==> src/common/pfbm_map.vh <==
// Purpose: timing counts and command constants for the flash bus host
// Assumes: 125 MHz clock, 8 ns period
// Notes:   times are in ns; cycle counts derive from them
`ifndef PFBM_MAP_VH
`define PFBM_MAP_VH

`define PFBM_CLK_NS            8
// ----------------------------------------
// device timing figures, ns
// ----------------------------------------
`define PFBM_ADDR_ACCESS_NS    70
`define PFBM_SELECT_ACCESS_NS  70
`define PFBM_WRITE_PULSE_NS    35
`define PFBM_WRITE_HOLD_NS     30
`define PFBM_CLEAR_PULSE_NS    500
`define PFBM_CLEAR_READY_NS    20000
`define PFBM_CLEAR_TO_READ_NS  50
// least times round up
`define PFBM_CYC(ns)           (((ns) + `PFBM_CLK_NS - 1) / `PFBM_CLK_NS)
// ----------------------------------------
// command codes and unlock addresses
// ----------------------------------------
`define PFBM_UNLOCK_ADDR1      20'h00555
`define PFBM_UNLOCK_ADDR2      20'h002AA
`define PFBM_UNLOCK_DATA1      16'h00AA
`define PFBM_UNLOCK_DATA2      16'h0055
`define PFBM_CMD_PROGRAM       16'h00A0
`define PFBM_CMD_ERASE         16'h0080
`define PFBM_CMD_CHIP_ERASE    16'h0010
`define PFBM_CMD_SECTOR_ERASE  16'h0030
`define PFBM_CMD_IDENT         16'h0090
`define PFBM_CMD_BYPASS        16'h0020
`define PFBM_CMD_RESET         16'h00F0
// ----------------------------------------
// request operation codes
// ----------------------------------------
`define PFBM_OP_READ           3'h0
`define PFBM_OP_WRITE          3'h1
`define PFBM_OP_PROGRAM        3'h2
`define PFBM_OP_ERASE_SECTOR   3'h3
`define PFBM_OP_ERASE_CHIP     3'h4
`define PFBM_OP_IDENT          3'h5
`define PFBM_OP_BYPASS_ENTER   3'h6
`define PFBM_OP_HW_RESET       3'h7
`endif

==> src/hdl/pfbm_seq_rom.v <==
// Purpose: command sequence table, registered read data
// Assumes: index = {op, step}
// Notes:   holds address, data and last-step mark per bus cycle
`timescale 1ns/1ps
`include "pfbm_map.vh"

module pfbm_seq_rom
(
	// clock and reset
	input  wire        clk_i,
	input  wire        reset_n_i,
	// lookup
	input  wire [2:0]  op_i,
	input  wire [2:0]  step_i,
	input  wire        bypass_i,
	input  wire [19:0] user_addr_i,
	input  wire [15:0] user_data_i,
	output reg  [19:0] addr_o,
	output reg  [15:0] data_o,
	output reg         last_o
);
	reg [19:0] a;
	reg [15:0] d;
	reg        l;

	always @*
	begin
		a = user_addr_i;
		d = user_data_i;
		l = 1'b1;
		case ({op_i, step_i})
			// bypass program takes two cycles, standard four
			{`PFBM_OP_PROGRAM, 3'h0}:
			begin
				a = `PFBM_UNLOCK_ADDR1;
				d = bypass_i ? `PFBM_CMD_PROGRAM : `PFBM_UNLOCK_DATA1;
				l = 1'b0;
			end
			{`PFBM_OP_PROGRAM, 3'h1}:
			begin
				a = bypass_i ? user_addr_i : `PFBM_UNLOCK_ADDR2;
				d = bypass_i ? user_data_i : `PFBM_UNLOCK_DATA2;
				l = bypass_i;
			end
			{`PFBM_OP_PROGRAM, 3'h2}:
			begin
				a = `PFBM_UNLOCK_ADDR1;
				d = `PFBM_CMD_PROGRAM;
				l = 1'b0;
			end
			{`PFBM_OP_ERASE_SECTOR, 3'h0}, {`PFBM_OP_ERASE_CHIP, 3'h0},
			{`PFBM_OP_IDENT, 3'h0}, {`PFBM_OP_BYPASS_ENTER, 3'h0},
			{`PFBM_OP_ERASE_SECTOR, 3'h3}, {`PFBM_OP_ERASE_CHIP, 3'h3}:
			begin
				a = `PFBM_UNLOCK_ADDR1;
				d = `PFBM_UNLOCK_DATA1;
				l = 1'b0;
			end
			{`PFBM_OP_ERASE_SECTOR, 3'h1}, {`PFBM_OP_ERASE_CHIP, 3'h1},
			{`PFBM_OP_IDENT, 3'h1}, {`PFBM_OP_BYPASS_ENTER, 3'h1},
			{`PFBM_OP_ERASE_SECTOR, 3'h4}, {`PFBM_OP_ERASE_CHIP, 3'h4}:
			begin
				a = `PFBM_UNLOCK_ADDR2;
				d = `PFBM_UNLOCK_DATA2;
				l = 1'b0;
			end
			{`PFBM_OP_ERASE_SECTOR, 3'h2}, {`PFBM_OP_ERASE_CHIP, 3'h2}:
			begin
				a = `PFBM_UNLOCK_ADDR1;
				d = `PFBM_CMD_ERASE;
				l = 1'b0;
			end
			{`PFBM_OP_ERASE_CHIP, 3'h5}:
			begin
				a = `PFBM_UNLOCK_ADDR1;
				d = `PFBM_CMD_CHIP_ERASE;
			end
			// sector address from A19..A12, last cycle of the sequence
			{`PFBM_OP_ERASE_SECTOR, 3'h5}:
				d = `PFBM_CMD_SECTOR_ERASE;
			{`PFBM_OP_IDENT, 3'h2}:
			begin
				a = `PFBM_UNLOCK_ADDR1;
				d = `PFBM_CMD_IDENT;
			end
			{`PFBM_OP_BYPASS_ENTER, 3'h2}:
			begin
				a = `PFBM_UNLOCK_ADDR1;
				d = `PFBM_CMD_BYPASS;
			end
			default:
				l = 1'b1;
		endcase
	end

	always @(posedge clk_i or negedge reset_n_i)
	begin
		if (!reset_n_i)
		begin
			addr_o <= 20'h00000;
			data_o <= 16'h0000;
			last_o <= 1'b0;
		end
		else
		begin
			addr_o <= a;
			data_o <= d;
			last_o <= l;
		end
	end
endmodule // pfbm_seq_rom

==> src/hdl/pfbm_host.v <==
// Purpose: host controller driving a parallel boot-sector NOR flash
// Assumes: flash pins synchronous to clk_i; one request at a time
// Notes:   timing figures in pfbm_map.vh
`timescale 1ns/1ps
`include "pfbm_map.vh"

module pfbm_host
#(
	parameter CLEAR_READY_CYC = `PFBM_CYC(`PFBM_CLEAR_READY_NS)
)
(
	// clock and reset
	input  wire        clk_i,
	input  wire        reset_n_i,
	// request side
	input  wire        req_valid_i,
	input  wire [2:0]  req_op_i,
	input  wire [20:0] req_addr_i,
	input  wire [15:0] req_data_i,
	input  wire        byte_mode_i,
	output reg         req_ready_o,
	output reg         rsp_valid_o,
	output reg  [15:0] rsp_data_o,
	output reg         reissue_o,
	// flash pins
	output reg  [19:0] flash_addr_o,
	output reg  [15:0] flash_dq_o,
	output reg  [15:0] flash_dq_oe_n_o,
	input  wire [15:0] flash_dq_i,
	output reg         flash_sel_n_o,
	output reg         flash_gate_n_o,
	output reg         flash_wstrobe_n_o,
	output reg         flash_width_n_o,
	output reg         flash_clear_n_o,
	input  wire        op_done_flag_n
);
	// ----------------------------------------
	// timing counts
	// ----------------------------------------
	localparam [15:0] ACC_CYC   = `PFBM_CYC(`PFBM_ADDR_ACCESS_NS);
	localparam [15:0] SEL_CYC   = `PFBM_CYC(`PFBM_SELECT_ACCESS_NS);
	localparam [15:0] WP_CYC    = `PFBM_CYC(`PFBM_WRITE_PULSE_NS);
	localparam [15:0] WH_CYC    = `PFBM_CYC(`PFBM_WRITE_HOLD_NS);
	localparam [15:0] CP_CYC    = `PFBM_CYC(`PFBM_CLEAR_PULSE_NS);
	localparam [15:0] CRD_CYC   = CLEAR_READY_CYC;
	localparam [15:0] RH_CYC    = `PFBM_CYC(`PFBM_CLEAR_TO_READ_NS);

	localparam [2:0] S_IDLE   = 3'h0;
	localparam [2:0] S_LOOK   = 3'h1;
	localparam [2:0] S_WLOW   = 3'h2;
	localparam [2:0] S_WHIGH  = 3'h3;
	localparam [2:0] S_READ   = 3'h4;
	localparam [2:0] S_CLRLOW = 3'h5;
	localparam [2:0] S_CLRWT  = 3'h6;
	localparam [2:0] S_RECOV  = 3'h7;

	reg  [2:0]  state;
	reg  [2:0]  op;
	reg  [2:0]  step;
	reg  [15:0] cnt;
	reg  [20:0] uaddr;
	reg  [15:0] udata;
	reg         bypass;
	reg         busy_seen;
	reg         selected;
	reg         seq_end;
	wire [19:0] rom_addr;
	wire [15:0] rom_data;
	wire        rom_last;

	pfbm_seq_rom u_rom
	(
		.clk_i       (clk_i),
		.reset_n_i   (reset_n_i),
		.op_i        (op),
		.step_i      (step),
		.bypass_i    (bypass),
		.user_addr_i (uaddr[20:1]),
		.user_data_i (udata),
		.addr_o      (rom_addr),
		.data_o      (rom_data),
		.last_o      (rom_last)
	);

	// ----------------------------------------
	// sequencer
	// ----------------------------------------
	always @(posedge clk_i or negedge reset_n_i)
	begin
		if (!reset_n_i)
		begin
			state             <= S_IDLE;
			op                <= 3'h0;
			step              <= 3'h0;
			cnt               <= 16'h0000;
			uaddr             <= 21'h000000;
			udata             <= 16'h0000;
			bypass            <= 1'b0;
			busy_seen         <= 1'b0;
			selected          <= 1'b0;
			seq_end           <= 1'b0;
			req_ready_o       <= 1'b0;
			rsp_valid_o       <= 1'b0;
			rsp_data_o        <= 16'h0000;
			reissue_o         <= 1'b0;
			flash_addr_o      <= 20'h00000;
			flash_dq_o        <= 16'h0000;
			flash_dq_oe_n_o   <= 16'hFFFF;
			flash_sel_n_o     <= 1'b1;
			flash_gate_n_o    <= 1'b1;
			flash_wstrobe_n_o <= 1'b1;
			flash_width_n_o   <= 1'b1;
			flash_clear_n_o   <= 1'b0;
		end
		else
		begin
			rsp_valid_o <= 1'b0;
			reissue_o   <= 1'b0;
			case (state)
				S_IDLE:
				begin
					flash_sel_n_o   <= 1'b1; // standby between cycles
					flash_gate_n_o  <= 1'b1;
					flash_dq_oe_n_o <= 16'hFFFF;
					flash_width_n_o <= ~byte_mode_i;
					selected        <= 1'b0;
					req_ready_o     <= 1'b1;
					if (req_valid_i && req_ready_o)
					begin
						req_ready_o <= 1'b0;
						op          <= req_op_i;
						step        <= 3'h0;
						seq_end     <= 1'b0;
						uaddr       <= req_addr_i;
						udata       <= req_data_i;
						if (req_op_i == `PFBM_OP_HW_RESET)
						begin
							state           <= S_CLRLOW;
							cnt             <= CP_CYC;
							busy_seen       <= ~op_done_flag_n;
							flash_clear_n_o <= 1'b0;
						end
						else
							state <= S_LOOK;
					end
					if (!flash_clear_n_o)
					begin
						// release from power-up reset, then wait to read
						req_ready_o     <= 1'b0;
						flash_clear_n_o <= 1'b1;
						state           <= S_RECOV;
						cnt             <= RH_CYC;
					end
				end
				S_LOOK:
				begin
					if (op == `PFBM_OP_READ)
					begin
						// byte mode: low bit rides on pin 15
						flash_addr_o    <= uaddr[20:1];
						flash_dq_o      <= {uaddr[0], 15'h0000};
						flash_dq_oe_n_o <= byte_mode_i ? 16'h7FFF : 16'hFFFF;
						flash_sel_n_o   <= 1'b0;
						flash_gate_n_o  <= 1'b0;
						cnt             <= selected ? ACC_CYC : SEL_CYC;
						state           <= S_READ;
					end
					else if (op == `PFBM_OP_WRITE)
					begin
						flash_addr_o    <= uaddr[20:1];
						flash_dq_o      <= byte_mode_i ? {uaddr[0], 7'h00, udata[7:0]} : udata;
						flash_dq_oe_n_o <= byte_mode_i ? 16'h7F00 : 16'h0000;
						flash_sel_n_o   <= 1'b0;
						flash_wstrobe_n_o <= 1'b0;
						cnt             <= WP_CYC;
						state           <= S_WLOW;
					end
					else
						state <= S_WHIGH;
				end
				S_WLOW:
				begin
					// command cycle: strobe and select low, gate high
					flash_gate_n_o <= 1'b1;
					if (cnt > 16'h0001)
						cnt <= cnt - 16'h0001;
					else
					begin
						flash_wstrobe_n_o <= 1'b1;
						cnt               <= WH_CYC;
						step              <= step + 3'h1;
						state             <= S_WHIGH;
					end
				end
				S_WHIGH:
				begin
					if (cnt > 16'h0001)
						cnt <= cnt - 16'h0001;
					else if ((op == `PFBM_OP_WRITE) || seq_end)
					begin
						// sequence done; erase or program runs on after deselect
						if (op == `PFBM_OP_BYPASS_ENTER)
							bypass <= 1'b1;
						if (op == `PFBM_OP_WRITE && udata == `PFBM_CMD_RESET)
							bypass <= 1'b0;
						flash_sel_n_o   <= 1'b1;
						flash_dq_oe_n_o <= 16'hFFFF;
						rsp_valid_o     <= 1'b1;
						rsp_data_o      <= 16'h0000;
						state           <= S_IDLE;
					end
					else if (cnt == 16'h0001)
					begin
						// wait one cycle so rom index settles
						cnt <= 16'h0000;
					end
					else
					begin
						// program data width follows width select
						flash_addr_o      <= rom_addr;
						flash_dq_o        <= byte_mode_i ?
							{uaddr[0], 7'h00, rom_data[7:0]} : rom_data;
						flash_dq_oe_n_o   <= byte_mode_i ? 16'h7F00 : 16'h0000;
						// end mark belongs to the cycle issued now, not the next step
						seq_end           <= rom_last;
						flash_sel_n_o     <= 1'b0;
						flash_gate_n_o    <= 1'b1;
						flash_wstrobe_n_o <= 1'b0;
						cnt               <= WP_CYC;
						state             <= S_WLOW;
					end
				end
				S_READ:
				begin
					// array, ident code or status all use read timing
					if (cnt > 16'h0001)
						cnt <= cnt - 16'h0001;
					else
					begin
						rsp_data_o     <= byte_mode_i ? {8'h00, flash_dq_i[7:0]} : flash_dq_i;
						rsp_valid_o    <= 1'b1;
						selected       <= 1'b1;
						flash_gate_n_o <= 1'b1;
						state          <= S_IDLE;
					end
				end
				S_CLRLOW:
				begin
					// hold clear past its minimum pulse
					if (~op_done_flag_n)
						busy_seen <= 1'b1;
					if (cnt > 16'h0001)
						cnt <= cnt - 16'h0001;
					else
					begin
						flash_clear_n_o <= 1'b1;
						bypass          <= 1'b0; // device back in array read
						cnt             <= CRD_CYC;
						state           <= S_CLRWT;
					end
				end
				S_CLRWT:
				begin
					// busy flag low until internal reset done
					if (cnt > 16'h0001 && (!busy_seen || ~op_done_flag_n))
						cnt <= cnt - 16'h0001;
					else
					begin
						reissue_o <= busy_seen;
						cnt       <= RH_CYC;
						state     <= S_RECOV;
					end
				end
				S_RECOV:
				begin
					if (cnt > 16'h0001)
						cnt <= cnt - 16'h0001;
					else
					begin
						rsp_valid_o <= (op == `PFBM_OP_HW_RESET);
						state       <= S_IDLE;
					end
				end
				default:
					state <= S_IDLE;
			endcase
		end
	end
endmodule // pfbm_host

==> config.mk <==
export PLATFORM = sky130hd
export DESIGN_NAME = pfbm_host
export DESIGN_NICKNAME = d
export VERILOG_FILES = /design/src/hdl/pfbm_seq_rom.v /design/src/hdl/pfbm_host.v
export VERILOG_INCLUDE_DIRS = /design/src /design/src/common
export SDC_FILE = /design/constraint.sdc
export NUM_CORES = 1
export LEC_CHECK = 0
export BUFFER_PORTS_ARGS = -buffer_cell sky130_fd_sc_hd__buf_2
export CORE_MARGIN = 4
export CORE_UTILIZATION = 50
export DETAILED_ROUTE_END_ITERATION = 8
export GPL_TIMING_DRIVEN = 1
export PLACE_DENSITY = 0.72
export SETUP_SLACK_MARGIN = 0.3
export SKIP_LAST_GASP = 1
export SYNTH_ARGS = -nofsm -noshare
export SYNTH_HDL_FRONTEND = slang
export SYNTH_HIERARCHICAL = 1
export SYNTH_SLANG_ARGS = --single-unit
==> constraint.sdc <==
create_clock -name clk_i -period 4.3 [get_ports clk_i]
set_input_delay 0.215 -clock clk_i [delete_from_list [all_inputs] [get_ports clk_i]]
set_output_delay 0.215 -clock clk_i [all_outputs]
set_load 0.05 [all_outputs]
# After elaboration in Yosys (flattened, before gate mapping)
# Index checks and enable logic that the tools add are counted.
[word_totals]
inputBits = 61
regBits = 178
wordCells = 228
out_inout_bits = 76
[op_classes]
muxes = 106
bitwise_logic = 2
order_cmp = 1
n_addsub = 2
n_eq_ne = 56
reduce_logical = 37
[op_table]
columns = ["cell", "n"]
rows = [
  ["16-bit 2-to-1 mux", 29],
  ["16-bit case mux with 10 select lines", 1],
  ["20-bit 2-to-1 mux", 6],
  ["16-bit case mux with 7 select lines", 1],
  ["6-bit == test (second input constant)", 12],
  ["16-bit case mux with 2 select lines", 2],
  ["20-bit case mux with 3 select lines", 1],
  ["6-bit by 5-bit == test with 1-bit output (second input constant)", 9],
  ["16-bit case mux with 3 select lines", 1],
  ["3-bit 2-to-1 mux", 14],
  ["20-bit case mux with 2 select lines", 1],
  ["1-bit 2-to-1 mux", 37],
  ["2-bit != test (second input constant)", 15],
  ["3-bit == test (second input constant)", 7],
  ["3-bit case mux with 7 select lines", 1],
  ["5-bit AND reduction", 4],
  ["3-bit != test (second input constant)", 6],
  ["16-bit by 1-bit == test with 1-bit output (second input constant)", 1],
  ["16-bit by 8-bit == test with 1-bit output (second input constant)", 1],
  ["16-bit by 1-bit > comparator with 1-bit output (second input constant)", 1],
  ["16-bit OR reduction", 1],
  ["16-bit by 1-bit subtractor with 16-bit output (second input constant)", 1],
  ["15-bit 2-to-1 mux", 1],
  ["7-bit AND reduction", 2],
  ["other kinds (24)", 49],
]

# Depth between registers and ports, before layout
[depth]
depth_word = 6
mapped_depth = 10

# Hierarchy
# The synthesis kept the hierarchy.
[by_module_without_submodules]
columns = ["module", "instances", "cells_per_inst", "area_each_um2"]
rows = [
  ["pfbm_host", 1, 698, 6129.6],
  ["pfbm_seq_rom", 1, 179, 1824.2],
]

# Worst setup path after synthesis
# OpenSTA, ideal clock, no wires.
[synth_timing]
path_kind = "reg2reg"
from = "register cnt[0]"
to = "register cnt[5]"
path_stages_with_launch = 9
path_slack_ns = 2.284
required_time_ns = 4.235
synth_period_minus_slack_ns = 2.016
arrival_ns = 1.950
path_buffers = 0
setup_time_ns = 0.065
cell_sequence = "dfrtp_1 -> inv_1 -> ha_1 -> nor2_1 -> nand3b_1 -> a311oi_1 -> or2_2 -> o41ai_1 -> a22o_2"
[synth_via]
elab_chain_len = 4
word_cells_on_any_way = 12
classes_between = "1 x add/sub; 1 x order compare; 2 x eq/ne; 6 x mux; 2 x reduce/logical"
[synth_rtl]
columns = ["element", "line", "source"]
rows = [
  ["from (decl)", "pfbm_host.v:60", "reg [15:0] cnt;"],
  ["from (signal assigned)", "pfbm_host.v:165", "cnt <= selected ? ACC_CYC : SEL_CYC;"],
  ["from (signal assigned)", "pfbm_host.v:186", "cnt <= cnt - 16'h0001;"],
  ["from (signal assigned)", "pfbm_host.v:198", "cnt <= cnt - 16'h0001;"],
  ["16-bit by 1-bit > comparator with 1-bit output", "-", ""],
  ["1-bit logical AND", "pfbm_host.v:265", "if (cnt > 16'h0001 && (!busy_seen || ~op_done_flag_n))"],
  ["16-bit 2-to-1 mux", "pfbm_host.v:265", ""],
  ["16-bit case mux with 7 select lines", "pfbm_host.v:119", "case (state)"],
]
# Parallel ways exist; a longest one is shown, timed or not. The select of a mux whose other input is x is not followed.
# A chain may end at the register's enable or synchronous reset.

# Final worst setup path
[layout_timing]
from = "register op[1]"
to = "register flash_addr_o[11]"
[layout_via]
elab_chain_len = 4
word_cells_on_any_way = 8
classes_between = "3 x eq/ne; 2 x mux; 3 x reduce/logical"
[layout_rtl]
columns = ["element", "line", "source"]
rows = [
  ["from (decl)", "pfbm_host.v:58", "reg [2:0] op;"],
  ["from (signal assigned)", "pfbm_host.v:131", "op <= req_op_i;"],
  ["3-bit by 1-bit == test with 1-bit output (no line)", "-", ""],
  ["1-bit logical OR", "pfbm_host.v:199", "else if ((op == `PFBM_OP_WRITE) || seq_end)"],
  ["2-bit != test (no line)", "-", ""],
  ["5-bit AND reduction (no line)", "-", ""],
  ["to (signal assigned)", "pfbm_host.v:160", "flash_addr_o <= uaddr[20:1];"],
  ["to (signal assigned)", "pfbm_host.v:170", "flash_addr_o <= uaddr[20:1];"],
  ["to (signal assigned)", "pfbm_host.v:220", "flash_addr_o <= rom_addr;"],
  ["to (decl)", "pfbm_host.v:26", "output reg [19:0] flash_addr_o,"],
]
# Parallel ways exist; a longest one is shown, timed or not.

==> reports/qor.yml <==
yosysTopAreaCell: "dfrtp_1"
syn_inst: 877
status: "completed"
hold_viol_final: 0
synth.distinct_cells: 85
fin_setup_tns_ps: 0
ant_nets: 0
die_x_um: 134.1
vias: 7017
die_area_mm2: 0.01799
hold_ws_ps: 13.23
synth_top_area_share_pct: 49.71
final_nets: 1090
fmax_ghz: 0.3528
maxSlewViolCount: 0
final_cells: 1250
min_period_over_period_pct: 65.92
gp_congestion: 0.9326
critical_path_class: "flop to flop"
area_delta_synth_final_pct: 22.89
finalCriticalPeriod_ps: 2834
grt_max_degree: 106
path_clk_slew_ps: 70
grt_pass1_vias: 6557
grtUsageTotal_pct: 23.75
wirelength_um: 21220
htree_levels: 4
max_stage_delay_ps: 830
clock_path_buffers: 2
drt_first_pass_iters: 6
fp.dieH_um: 134.1
ir_drop_mv: 0.3849
seq_area_frac_synth_pct: 52.02
fin_skew_ps: 11.70
grt_pass1_wl_um: 34150
p_leak_nw: 4.527
critPathArrivalTime_ps: 3180
drcViolationCount: 0
hold_class: "input port to flop"
dp_slack_ps: 1476
fill_cells: 1313
synth-edff-count: 0
port-buffer-count: 136
worst_slack_ps: 1466
crit_path_start_kind: "flop"
cts_root_buf: "clkbuf_16"
synthTopCellsByCount: "nand2_1, dfrtp_1, nor2_1"
drt_iter0_markers: 539
avgSynthCellArea_um2: 9.069
worstMarginPinSlew_ps: 990.9
drive_above_1_share_pct: 21.37
placementRows: 45
power.density_mw_per_mm2: 901.4
cp_slowest_cell: "dfrtp_1"
slew_headroom_pct: 33.79
clock_latency_ps: 430
synth_fp_nets: 941
synth-async-reset-ratio_pct: 100.0
total_power_mw: 8.810
viasPerCell: 5.614
post-place-cells: 1177
cp_max_fo: 31
synth.most_common_cell: "nand2_1"
synthTopCellsByArea: "dfrtp_1, nand2_1, nor2_1"
yosys_most_used_dff: "dfrtp_1"
hpwl_um: 13870
core_area_mm2: 0.01537
ios: 137
ys_ff_latch: 165
setup_viol: 0
cts_inserted_buffers: 17
path_cells: "nor3b_1 -> or3_1 -> nor3_2 -> o21a_2 -> buf_4 -> nor2_1 -> a31oi_1"
antenna_cells: 0
start_util_pct: 51.75
post_drt_wl_per_cell_um: 16.98
gr-total-overflow: 0
cp-end-kind: "flop"
cts_sinks: 165
cts_tree: "built"
antenna_found_initial: 0
ys_warn_count: 6
synthesis.area_mm2: 0.007954
postCtsResizedCells: 0
required_ps: 4640
cap_viol_max_count: 0
grt_setup_unrepaired: "no"
final timing paths:
kind | from | end | slack [ps] | cells after the start
worst max-delay path | op[1]$_DFFE_PN0P_ | flash_addr_o[11]$_DFFE_PN0P_ | 1470 | 7
worst min-delay path | flash_dq_i[3] | rsp_data_o[3]$_DFFE_PN0P_ | 10 | 3
worst max register to register | op[1]$_DFFE_PN0P_ | flash_addr_o[11]$_DFFE_PN0P_ | 1470 | 7
worst min register to register | rsp_data_o[7]$_DFFE_PN0P_ | rsp_data_o[7]$_DFFE_PN0P_ | 460 | 2
max in group asynchronous | reset_n_i | flash_sel_n_o$_DFFE_PN1P_ | 2760 | 3
min in group asynchronous | reset_n_i | cnt[10]$_DFFE_PN0P_ | 480 | 2
cell type report:
class / count / area [um^2] / area share [%]
clock inverter: 14 / 245.2 / 2.509
inverter: 17 / 63.81 / 0.6528
sequential: 165 / 4138 / 42.33
multi-input combinational: 637 / 3445 / 35.24
clock buffer: 18 / 439.2 / 4.493
tap: 211 / 264.0 / 2.701
timing repair buffer: 188 / 1180 / 12.07
state kept, by name (all words and copies together), names as in the netlist:
signal	flops
rsp_valid_o	1
bypass	1
req_ready_o	1
state	3
reissue_o	1
step	3
u_rom/addr_o	20
cnt	16
flash_dq_oe_n_o	3
rsp_data_o	16
flash_width_n_o	1
flash_gate_n_o	1
flash_wstrobe_n_o	1
u_rom/last_o	1
flash_clear_n_o	1
op	3
flash_sel_n_o	1
u_rom/data_o	16
uaddr	21
busy_seen	1
flash_addr_o	20
udata	16
flash_dq_o	16
seq_end	1
routing by layer:
| metal | up-vias | global-route usage (%) | routed length (um) |
|---|---|---|---|
| li1 | 3334 | - | - |
| met4 | 0 | 6.109 | 262 |
| met3 | 25 | 4.764 | 1340 |
| met2 | 257 | 38.01 | 10200 |
| met1 | 3401 | 33.52 | 9419 |
| met5 | - | 0 | 0 |
where the power goes:
part | total, mW | internal (mW) | leakage [nW] | switching [mW]
Sequential | 2.96 | 2.27 | 1.98 | 0.690
Clock | 1.76 | 1.11 | 0.325 | 0.646
Combinational | 4.09 | 1.26 | 2.22 | 2.83
Total | 8.81 | 4.64 | 4.53 | 4.17
what timing repair did:
item,4_1_cts,5_1_grt
hold endpoints to repair,139,1
buffers inserted,0,0
hold buffers,40,1
stage by stage:
step	cell area, um^2	utilization, %
5_1_grt	9774	63.59
2_1_floorplan	7954	-
3_5_place_dp	8680	56.47
6_report	9774	63.59
3_3_place_gp	8680	56.47
4_1_cts	9764	63.52
cell usage in the layout, fill, tap and decap left out, drive strengths merged, types with 15 or more instances in the layout:
| cell type | n |
|---|---|
| nand2 | 224 |
| dfrtp | 158 |
| buf | 147 |
| nor2 | 92 |
| o21ai | 51 |
| dlygate4sd3 | 41 |
| a31oi | 29 |
| nand3 | 27 |
| a21oi | 23 |
| inv | 20 |
| clkbuf | 18 |
| nor3 | 18 |
| nor2b | 17 |
| a221oi | 15 |
critical path: cells and delay by family, from the launching register on:
kind	cells	cell delay (ps)
DFF	1	830
buffers and inverters	1	400
AOI/OAI and AO/OA	2	650
and+or+nand+nor	4	850
cell families after synthesis:
logic type | Yosys count | synth area share (%)
AO/OA/AOI/OAI | 189 | 16.17
buffers and inverters | 75 | 4.876
AND/OR/NAND/NOR | 438 | 25.56
XOR/XNOR | 4 | 0.4405
flip-flops | 165 | 52.02
adder cells (fa/ha/maj) | 3 | 0.4720
multiplexers | 3 | 0.4561
Note: power is estimated with default switching activity, not from simulation.
